[src/design/tcc_pkg.sv]
package tcc_pkg;
	// =====================================================
	// register map
	localparam logic [7:0] ADDR_CAL_REQ     = 8'h26;
	localparam logic [7:0] ADDR_IRQ_EN      = 8'h27;
	localparam logic [7:0] ADDR_RPT_EN      = 8'h28;
	localparam logic [7:0] ADDR_GUARD_EN    = 8'h29;
	localparam logic [7:0] RST_CAL_REQ      = 8'h00;
	localparam logic [7:0] RST_IRQ_EN       = 8'hFF;
	localparam logic [7:0] RST_RPT_EN       = 8'hFF;
	localparam logic [7:0] RST_GUARD_EN     = 8'h00;
	localparam logic [7:0] GUARD_WRITE_MASK = 8'hEF;
	localparam int         GUARD_PIN_BIT    = 4;
	// =====================================================
	// calibration limits
	localparam logic [9:0] CAL_MAX          = 10'h3FF;
	localparam logic [9:0] CAL_MIN          = 10'h000;
	localparam logic [9:0] CAL_INIT         = 10'h200;
	// =====================================================
	// timing
	localparam int         CLK_MHZ          = 250;
	localparam int         STEP_MS          = 35;
	localparam longint     STEP_CYCLES_L    = longint'(STEP_MS) * 1000 * CLK_MHZ;
	localparam logic [3:0] AUTOREPEAT_INTERVAL_RST     = 4'h4;
	localparam logic [3:0] MIN_PRESS_RST    = 4'h7;
	localparam int         CAL_CYCLES       = 16;
	// =====================================================
	// per-input touch tracking states, gray along idle-touch-hold
	typedef enum logic [1:0] {
		TCC_IDLE  = 2'b00,
		TCC_TOUCH = 2'b01,
		TCC_HOLD  = 2'b11
	} tcc_tstate_t;
	typedef enum logic [1:0] {
		TCC_CAL_SCAN = 2'b00,
		TCC_CAL_RUN  = 2'b01,
		TCC_CAL_DONE = 2'b11
	} tcc_cstate_t;
endpackage

[src/design/tcc_channel_regs.sv]
`timescale 1ns/1ps
// Function
// - writing one to a request bit calibrates that input, analog and digital
// - finished analog calibration updates the input's ten-bit calibration value
// - request bit clears itself only after successful analog calibration
// - newly enabled input sets its request bit: wake, reset, active or standby enable
// - any request bit left set after calibration sets the failure flag
// - noise flag or calibration value at limit leaves the request bit set
// - host writing zero before calibration reaches an input skips it
// - request register resets to zero, bit n-1 serves input n
// - interrupt enable bit lets touch assert active-low alert; resets to all ones
// - interrupt enable gates both touch and configured release interrupts
// - repeat off: one interrupt on touch, one on release if configured
// - repeat on, short touch: interrupt on touch and configured release
// - repeat on, hold: interrupt on touch then every repeat interval
// - guard enable bits drive guard per input, reset clear, bit four reserved
// - any guard enable disables sensor input five
// - with repeat on, touch longer than minimum press time is press-and-hold, 35 ms steps
// - repeat interval 35 ms to 560 ms in 35 ms steps, default 175 ms
module tcc_channel_regs #(
	parameter longint STEP_CYCLES = tcc_pkg::STEP_CYCLES_L
) (
	input  wire logic       clk_sys,
	input  wire logic       reset,
	input  wire logic       reg_wr,
	input  wire logic [7:0] reg_addr,
	input  wire logic [7:0] reg_wdata,
	output logic      [7:0] reg_rdata,
	input  wire logic       wake_from_sleep,
	input  wire logic       state_active,
	input  wire logic       state_standby,
	input  wire logic [7:0] active_enable,
	input  wire logic [7:0] standby_enable,
	input  wire logic [7:0] touch_detect,
	input  wire logic [7:0] noise_flag,
	input  wire logic       cal_meas_valid,
	input  wire logic [9:0] cal_meas_value,
	input  wire logic [7:0] release_interrupt_config,
	input  wire logic [3:0] autorepeat_interval,
	input  wire logic [3:0] min_press_time,
	output logic      [7:0] input_irq_event,
	output logic            alert_n,
	output logic            analog_calibration_failure_flag,
	output logic      [2:0] cal_channel,
	output logic            cal_busy,
	output logic      [9:0] input_calibration_value [8],
	output logic      [7:0] guard_drive,
	output logic            sensor_input_five_disable
);
	// =====================================================
	// helpers
	function automatic logic [31:0] steps_to_cycles(input logic [3:0] code);
		steps_to_cycles = 32'((longint'(code) + 1) * STEP_CYCLES);
	endfunction

	// =====================================================
	// registers
	logic [7:0] input_cal_request_r, input_cal_request_nxt;
	logic [7:0] input_irq_enable_r, input_irq_enable_nxt;
	logic [7:0] input_autorepeat_enable_r, input_autorepeat_enable_nxt;
	logic [7:0] input_guard_enable_r, input_guard_enable_nxt;
	logic       fail_r, fail_nxt;
	logic       first_r, first_nxt;
	logic [7:0] act_en_q_r, sby_en_q_r;
	logic       act_q_r, sby_q_r;
	logic [7:0] newly_en;
	tcc_pkg::tcc_cstate_t cst_r, cst_nxt;
	logic [2:0] ch_r, ch_nxt;
	logic [4:0] ccnt_r, ccnt_nxt;
	logic       cal_fault_seen_r, cal_fault_seen_nxt;
	logic [9:0] calv_r [8];
	logic [9:0] calv_nxt [8];

	// newly enabled inputs
	always_comb begin
		newly_en = '0;
		if (state_active) begin
			newly_en = active_enable & ~(act_q_r ? act_en_q_r : 8'h00);
		end
		if (state_standby) begin
			newly_en = newly_en | (standby_enable & ~(sby_q_r ? sby_en_q_r : 8'h00));
		end
		if (wake_from_sleep) begin
			newly_en = newly_en | (state_standby ? standby_enable : active_enable);
		end
	end

	// =====================================================
	// register file and calibration sequencer
	always_comb begin
		input_cal_request_nxt       = input_cal_request_r;
		input_irq_enable_nxt        = input_irq_enable_r;
		input_autorepeat_enable_nxt = input_autorepeat_enable_r;
		input_guard_enable_nxt      = input_guard_enable_r;
		fail_nxt                    = fail_r;
		first_nxt                   = 1'b0;
		cst_nxt                     = cst_r;
		ch_nxt                      = ch_r;
		ccnt_nxt                    = ccnt_r;
		cal_fault_seen_nxt          = cal_fault_seen_r;
		calv_nxt                    = calv_r;
		if (reg_wr) begin
			case (reg_addr)
				tcc_pkg::ADDR_CAL_REQ: begin
					input_cal_request_nxt = reg_wdata;
					fail_nxt = 1'b0;
				end
				tcc_pkg::ADDR_IRQ_EN: begin
					input_irq_enable_nxt = reg_wdata;
				end
				tcc_pkg::ADDR_RPT_EN: begin
					input_autorepeat_enable_nxt = reg_wdata;
				end
				tcc_pkg::ADDR_GUARD_EN: begin
					input_guard_enable_nxt = reg_wdata & tcc_pkg::GUARD_WRITE_MASK;
				end
				default: begin
				end
			endcase
		end
		case (cst_r)
			tcc_pkg::TCC_CAL_SCAN: begin
				if (input_cal_request_r[ch_r]) begin
					cst_nxt  = tcc_pkg::TCC_CAL_RUN;
					ccnt_nxt = '0;
				end else if (ch_r == 3'h7) begin
					ch_nxt = 3'h0;
					if (cal_fault_seen_r) begin
						fail_nxt = 1'b1;
					end
					cal_fault_seen_nxt = 1'b0;
				end else begin
					ch_nxt = ch_r + 3'h1;
				end
			end
			tcc_pkg::TCC_CAL_RUN: begin
				if (!input_cal_request_r[ch_r]) begin
					cst_nxt = tcc_pkg::TCC_CAL_SCAN;
				end else if (cal_meas_valid && ccnt_r >= 5'(tcc_pkg::CAL_CYCLES)) begin
					cst_nxt = tcc_pkg::TCC_CAL_DONE;
					calv_nxt[ch_r] = cal_meas_value;
				end else if (ccnt_r < 5'(tcc_pkg::CAL_CYCLES)) begin
					ccnt_nxt = ccnt_r + 5'h01;
				end
			end
			tcc_pkg::TCC_CAL_DONE: begin
				cst_nxt = tcc_pkg::TCC_CAL_SCAN;
				if (noise_flag[ch_r] || calv_r[ch_r] == tcc_pkg::CAL_MAX
						|| calv_r[ch_r] == tcc_pkg::CAL_MIN) begin
					cal_fault_seen_nxt = 1'b1;
				end else if (!(reg_wr && reg_addr == tcc_pkg::ADDR_CAL_REQ)) begin
					input_cal_request_nxt[ch_r] = 1'b0;
				end
				ch_nxt = ch_r + 3'h1;
				if (ch_r == 3'h7 && (cal_fault_seen_nxt)) begin
					fail_nxt = 1'b1;
					cal_fault_seen_nxt = 1'b0;
				end
			end
			default: begin
				cst_nxt = tcc_pkg::TCC_CAL_SCAN;
			end
		endcase
		input_cal_request_nxt = input_cal_request_nxt | newly_en;
		if (first_r) begin
			input_cal_request_nxt = input_cal_request_nxt
				| (state_standby ? standby_enable : active_enable);
		end
	end

	always_ff @(posedge clk_sys) begin
		if (reset) begin
			input_cal_request_r       <= tcc_pkg::RST_CAL_REQ;
			input_irq_enable_r        <= tcc_pkg::RST_IRQ_EN;
			input_autorepeat_enable_r <= tcc_pkg::RST_RPT_EN;
			input_guard_enable_r      <= tcc_pkg::RST_GUARD_EN;
			fail_r                    <= 1'b0;
			first_r                   <= 1'b1;
			act_en_q_r                <= '0;
			sby_en_q_r                <= '0;
			act_q_r                   <= 1'b0;
			sby_q_r                   <= 1'b0;
			cst_r                     <= tcc_pkg::TCC_CAL_SCAN;
			ch_r                      <= '0;
			ccnt_r                    <= '0;
			cal_fault_seen_r          <= 1'b0;
			for (int i = 0; i < 8; i++) begin
				calv_r[i] <= tcc_pkg::CAL_INIT;
			end
		end else begin
			input_cal_request_r       <= input_cal_request_nxt;
			input_irq_enable_r        <= input_irq_enable_nxt;
			input_autorepeat_enable_r <= input_autorepeat_enable_nxt;
			input_guard_enable_r      <= input_guard_enable_nxt;
			fail_r                    <= fail_nxt;
			first_r                   <= first_nxt;
			act_en_q_r                <= active_enable;
			sby_en_q_r                <= standby_enable;
			act_q_r                   <= state_active;
			sby_q_r                   <= state_standby;
			cst_r                     <= cst_nxt;
			ch_r                      <= ch_nxt;
			ccnt_r                    <= ccnt_nxt;
			cal_fault_seen_r          <= cal_fault_seen_nxt;
			calv_r                    <= calv_nxt;
		end
	end

	// =====================================================
	// per-input touch, hold and repeat
	tcc_pkg::tcc_tstate_t tst_r [8];
	tcc_pkg::tcc_tstate_t tst_nxt [8];
	logic [31:0] tcnt_r [8];
	logic [31:0] tcnt_nxt [8];
	logic [7:0]  ev_r, ev_nxt;
	logic [7:0]  touch_eff;

	always_comb begin
		touch_eff = touch_detect;
		if (sensor_input_five_disable) begin
			touch_eff[tcc_pkg::GUARD_PIN_BIT] = 1'b0;
		end
	end

	always_comb begin
		for (int i = 0; i < 8; i++) begin
			tst_nxt[i]  = tst_r[i];
			tcnt_nxt[i] = tcnt_r[i];
			ev_nxt[i]   = 1'b0;
			case (tst_r[i])
				tcc_pkg::TCC_IDLE: begin
					if (touch_eff[i]) begin
						tst_nxt[i]  = tcc_pkg::TCC_TOUCH;
						tcnt_nxt[i] = '0;
						ev_nxt[i]   = 1'b1;
					end
				end
				tcc_pkg::TCC_TOUCH: begin
					if (!touch_eff[i]) begin
						tst_nxt[i] = tcc_pkg::TCC_IDLE;
						ev_nxt[i]  = release_interrupt_config[i];
					end else if (input_autorepeat_enable_r[i]
							&& tcnt_r[i] >= steps_to_cycles(min_press_time)) begin
						tst_nxt[i]  = tcc_pkg::TCC_HOLD;
						tcnt_nxt[i] = '0;
					end else begin
						tcnt_nxt[i] = tcnt_r[i] + 32'h1;
					end
				end
				tcc_pkg::TCC_HOLD: begin
					if (!touch_eff[i]) begin
						tst_nxt[i] = tcc_pkg::TCC_IDLE;
					end else if (tcnt_r[i] + 32'h1 >= steps_to_cycles(autorepeat_interval)) begin
						tcnt_nxt[i] = '0;
						ev_nxt[i]   = input_autorepeat_enable_r[i];
					end else begin
						tcnt_nxt[i] = tcnt_r[i] + 32'h1;
					end
				end
				default: begin
					tst_nxt[i] = tcc_pkg::TCC_IDLE;
				end
			endcase
		end
	end

	always_ff @(posedge clk_sys) begin
		if (reset) begin
			ev_r <= '0;
			for (int i = 0; i < 8; i++) begin
				tst_r[i]  <= tcc_pkg::TCC_IDLE;
				tcnt_r[i] <= '0;
			end
		end else begin
			ev_r   <= ev_nxt;
			tst_r  <= tst_nxt;
			tcnt_r <= tcnt_nxt;
		end
	end

	// =====================================================
	// outputs and read mux
	assign input_irq_event = ev_r & input_irq_enable_r;
	assign alert_n         = ~(|input_irq_event);
	assign analog_calibration_failure_flag = fail_r;
	assign cal_channel     = ch_r;
	assign cal_busy        = (cst_r != tcc_pkg::TCC_CAL_SCAN);
	assign input_calibration_value = calv_r;
	assign guard_drive     = input_guard_enable_r;
	assign sensor_input_five_disable = |input_guard_enable_r;

	always_comb begin
		case (reg_addr)
			tcc_pkg::ADDR_CAL_REQ:  reg_rdata = input_cal_request_r;
			tcc_pkg::ADDR_IRQ_EN:   reg_rdata = input_irq_enable_r;
			tcc_pkg::ADDR_RPT_EN:   reg_rdata = input_autorepeat_enable_r;
			tcc_pkg::ADDR_GUARD_EN: reg_rdata = input_guard_enable_r;
			default:                reg_rdata = 8'h00;
		endcase
	end
endmodule

[config.mk]
export PLATFORM = sky130hd
export DESIGN_NAME = tcc_channel_regs
export DESIGN_NICKNAME = d
export VERILOG_FILES = /design/src/design/tcc_pkg.sv /design/src/design/tcc_channel_regs.sv
export SDC_FILE = /design/constraint.sdc
export NUM_CORES = 2
export LEC_CHECK = 0
export BUFFER_PORTS_ARGS = -buffer_cell sky130_fd_sc_hd__buf_2
export CAP_MARGIN = 20
export CORE_UTILIZATION = 40
export CTS_CLUSTER_DIAMETER = 50
export CTS_CLUSTER_SIZE = 14
export DETAILED_ROUTE_END_ITERATION = 7
export GPL_TIMING_DRIVEN = 0
export HOLD_SLACK_MARGIN = 0.12
export SYNTH_ARGS = -nofsm -noshare
export SYNTH_HDL_FRONTEND = slang
export SYNTH_SLANG_ARGS = --single-unit
[constraint.sdc]
create_clock -name clk_sys -period 17.4 [get_ports clk_sys]
set_input_delay 0.87 -clock clk_sys [delete_from_list [all_inputs] [get_ports clk_sys]]
set_output_delay 0.87 -clock clk_sys [all_outputs]
set_load 0.02 [all_outputs]
==> results by group <==
Final layout
  • Final net count: between 4,000 and 5,000
  • Register area: 8450 µm²
  • Layout cell share with drive strength beyond 1: 0.106
  • Cell area after layout: 39,700 µm²
  • Synth-to-layout area growth: 17.5%
  • Fillers: roughly 8,200
  • Area of the multi-input gates: between 20,000 and 25,000 µm²
  • Final Util: 0.475

Synth
  • Top cells by area, synth: dfxtp_1 (25%), ha_1 (18%), nor2_1 (4.4%), nand2_1 (4.3%), xnor2_1 (4.2%)
  • Post-Syn Instances: approximately 4,100
  • Syn. warnings: 0
  • Mean Syn Cell Area: 8.22 µm²
  • Top_reg_cell synth: dfxtp_1
  • Cell taking the most area after synthesis: dfxtp_1
  • Synthesized Nets: 4,685
  • Asr flop ratio synth: 0
  • Post-synth design cell area: ~34,000 µm²
  • Number of flops mapped to enable cells by yosys: 0
  • Cell variety after synth: between 100 and 150
  • Top cell type's share of synthesized area: 0.250
  • Seq/Total Area, Yosys: 0.250
  • Register bit total from synthesis: 422

Clock network
  • Worst-skew pair later-pin latency: approximately 0.65 ns
  • Postcts setup bufs: 0
  • Clk pin slew, worst setup/hold paths: ~0.060 ns
  • CTS Sinks: 422
  • CTS-repair resized insts: 0
  • Root Buffer Master: clkbuf_16
  • H-tree depth: 3
  • TritonCTS clock tree: done
  • Clk buf depth: 3
  • Hold buffer count at CTS: 0
  • CTS Buf Count: 75

Global routing
  • GRT Residual Overflow: 0
  • Largest net degree at the start of global routing: 15
  • Gr usage total: 0.292
  • Initial antenna violation count: 7
  • Met3 Use GR: 0.0517
  • GRT met1 Usage: 0.414
  • Met2 Track Usage GR: 0.436
  • First-pass GRT wire length: between 150,000 and 200,000 µm
  • Vias in the first global route: 30,565
  • Gr busiest metal: met2

Timing
  • Final hold violations: 0
  • Relative slew slack: 0.147
  • Final worst setup slack: 7.24 ns
  • Least-Margin Pin Slew: between 1 and 1.5 ns
  • Final worst-path cycle share: 0.584
  • Worst Skew: about 0.043 ns
  • Final setup fails: 0
  • Setup_tns: 0 ns
  • Peak Freq: 98.4 MHz
  • Final min period: between 10 and 15 ns
  • Fin. max-slew vios: 0
  • RSZ-0062 raised after global routing: false

Pwr
  • PnR Total Power: 3.93 mW
  • Pwr Density: approximately 99 nW/µm²
  • P_leak: around 17 nW
  • Peak supply drop: 0.115 mV

Drt
  • WL per Instance: between 20 and 25 µm
  • Vias: 33,282
  • First DRT Iteration DRCs: approximately 3,100
  • DR vias/cell: 5.93
  • # DRC: 0
  • Routed WL: between 100,000 and 150,000 µm
  • Drt first pass iters: 6
  • Final ANT Viol Nets: 0

Place
  • Cell Area, Placed: roughly 37,000 µm²
  • Place WS: slightly below 7 ns
  • Port Buffers: ~180
  • HPWL Detailed: approximately 97,000 µm
  • Routability cong.: 0.971

Worst setup path
  • CP Class: input pin to flip-flop
  • Reg2reg setup slack: between 10 and 15 ns
  • CP Data Required Time: ~18 ns
  • Worst Setup End Kind: flip-flop
  • Worst-path fanout max: 14
  • Critical path data arrival time: 10.72 ns
  • Startpoint class of the critical path: input pin

Die
  • Row count: roughly 110
  • Core footprint: 83,700 µm²
  • Initial core utilization: 0.404
  • Die ar.: between 80,000 and 90,000 µm²
  • Boundary Pins: approximately 190
  • Die X: 293 µm
  • Die height: just under 300 µm

Worst hold path
  • Hold Crit Class: input pin to flip-flop

Job
  • # Max-Cap Violations: 0

Status
  • Status: completed
-- sequential cells by signal (all words and copies together) (netlist names), 7 cells and up --
| name | count |
|---|---|
| input_calibration_value | 80 |
| input_cal_request_r | 8 |
| ev_r | 8 |
| input_autorepeat_enable_r | 8 |
| tst_r | 16 |
| input_irq_enable_r | 8 |
| guard_drive | 7 |
| act_en_q_r | 8 |
| sby_en_q_r | 8 |
| tcnt_r | 256 |
-- synthesized netlist by cell type (51+ instances only) --
master / n
ha_1: 476
mux2i_1: 134
a21oi_1: 222
o21ai_0: 149
a22oi_1: 114
clkbuf_1: 139
inv_1: 136
nor3_1: 74
nand3_1: 194
dfxtp_1: 422
and3_1: 51
xor2_1: 83
xnor2_1: 164
nand2_1: 383
nor2_1: 396
a31oi_1: 52
nand4_1: 86
a21o_1: 65
-- power by group --
| part | switching (mW) | internal, mW |
|---|---|---|
| Sequential | 0.0143 | 0.980 |
| Clock | 0.613 | 0.957 |
| Combinational | 0.932 | 0.430 |
| Total | 1.56 | 2.37 |
-- worst max-delay path, cell delays in order --
cell	delay, ns
buf_2	0.25
ha_1	0.30
xnor2_2	0.49
clkinv_1	0.43
clkbuf_1	0.48
ha_1	0.46
fa_1	0.54
fa_1	0.43
ha_1	0.26
or3_1	0.42
o221a_2	0.25
o21bai_1	0.54
nor2_1	0.22
nor2_1	0.25
o21bai_1	0.12
a21oi_1	0.24
xor2_2	0.84
ha_1	0.40
nand4_1	0.15
nor3_1	0.09
nor4b_1	0.24
o221ai_1	0.26
a32oi_1	0.70
o211ai_1	0.44
nor2_2	0.55
buf_6	0.23
a21oi_1	0.08
mux2i_1	0.15
-- metal layers --
layer / routed length, µm / vias up / share of wire
met5: 13 / - / 0.00010
met4: 5140 / 2 / 0.040
met3: 10500 / 224 / 0.082
met2: 53500 / 1349 / 0.42
met1: 58700 / 15837 / 0.46
li1: - / 15870 / -
-- area by class of cell --
class / count / area share
Multi-Input combinational cell: 3369 / 0.613
Tap cell: 1134 / 0.0357
Inverter: 139 / 0.0131
Clock buffer: 90 / 0.0507
Buffer: 184 / 0.0191
Sequential cell: 422 / 0.213
Antenna cell: 3 / 0.000189
Timing Repair Buffer: 219 / 0.0385
Clock inverter: 50 / 0.0169
-- layout by cell type, fill, tap and decap left out, drive strengths merged, types with 83 or more instances in the layout --
cell,n
nand2,384
mux2i,134
o21ai,156
clkbuf,231
nand4,87
xor2,83
nand3,195
a22oi,114
ha,476
inv,146
nor2,399
dfxtp,422
a21oi,223
xnor2,167
buf,262
-- path summary, 6_finish.rpt --
check	start	endpoint	cells after the start
max reg2reg	tcnt_r[38]	tcnt_r[42]	18
min	reset	first_r	1
max	min_press_time[1]	tcnt_r[42]	28
min reg2reg	input_calibration_value[2]	input_calibration_value[2]	2
-- metrics by stage --
stage,std cells,hold slack (ns)
after floorplan,4114,0.450
after global placement,5426,0.460
after detailed placement,5466,0.463
after CTS,5606,0.340
after global routing,5608,0.345
final,5610,0.363
-- cell families (layout without fill, tap and decap cells) --
family | count (synthesis) | in the layout | share of synthesized area
and+or+nand+nor | 1507 | 1507 | 0.220
adders and majority gates | 497 | 497 | 0.186
muxes | 143 | 143 | 0.0437
DFF | 422 | 422 | 0.250
xor gates and xnor gates | 252 | 252 | 0.0667
buffers and inverters | 323 | 682 | 0.0379
other | 1 | 4 | 0.000111
AOI/OAI and AO/OA | 969 | 969 | 0.195
No activity file was read; power rests on OpenSTA's default activity.
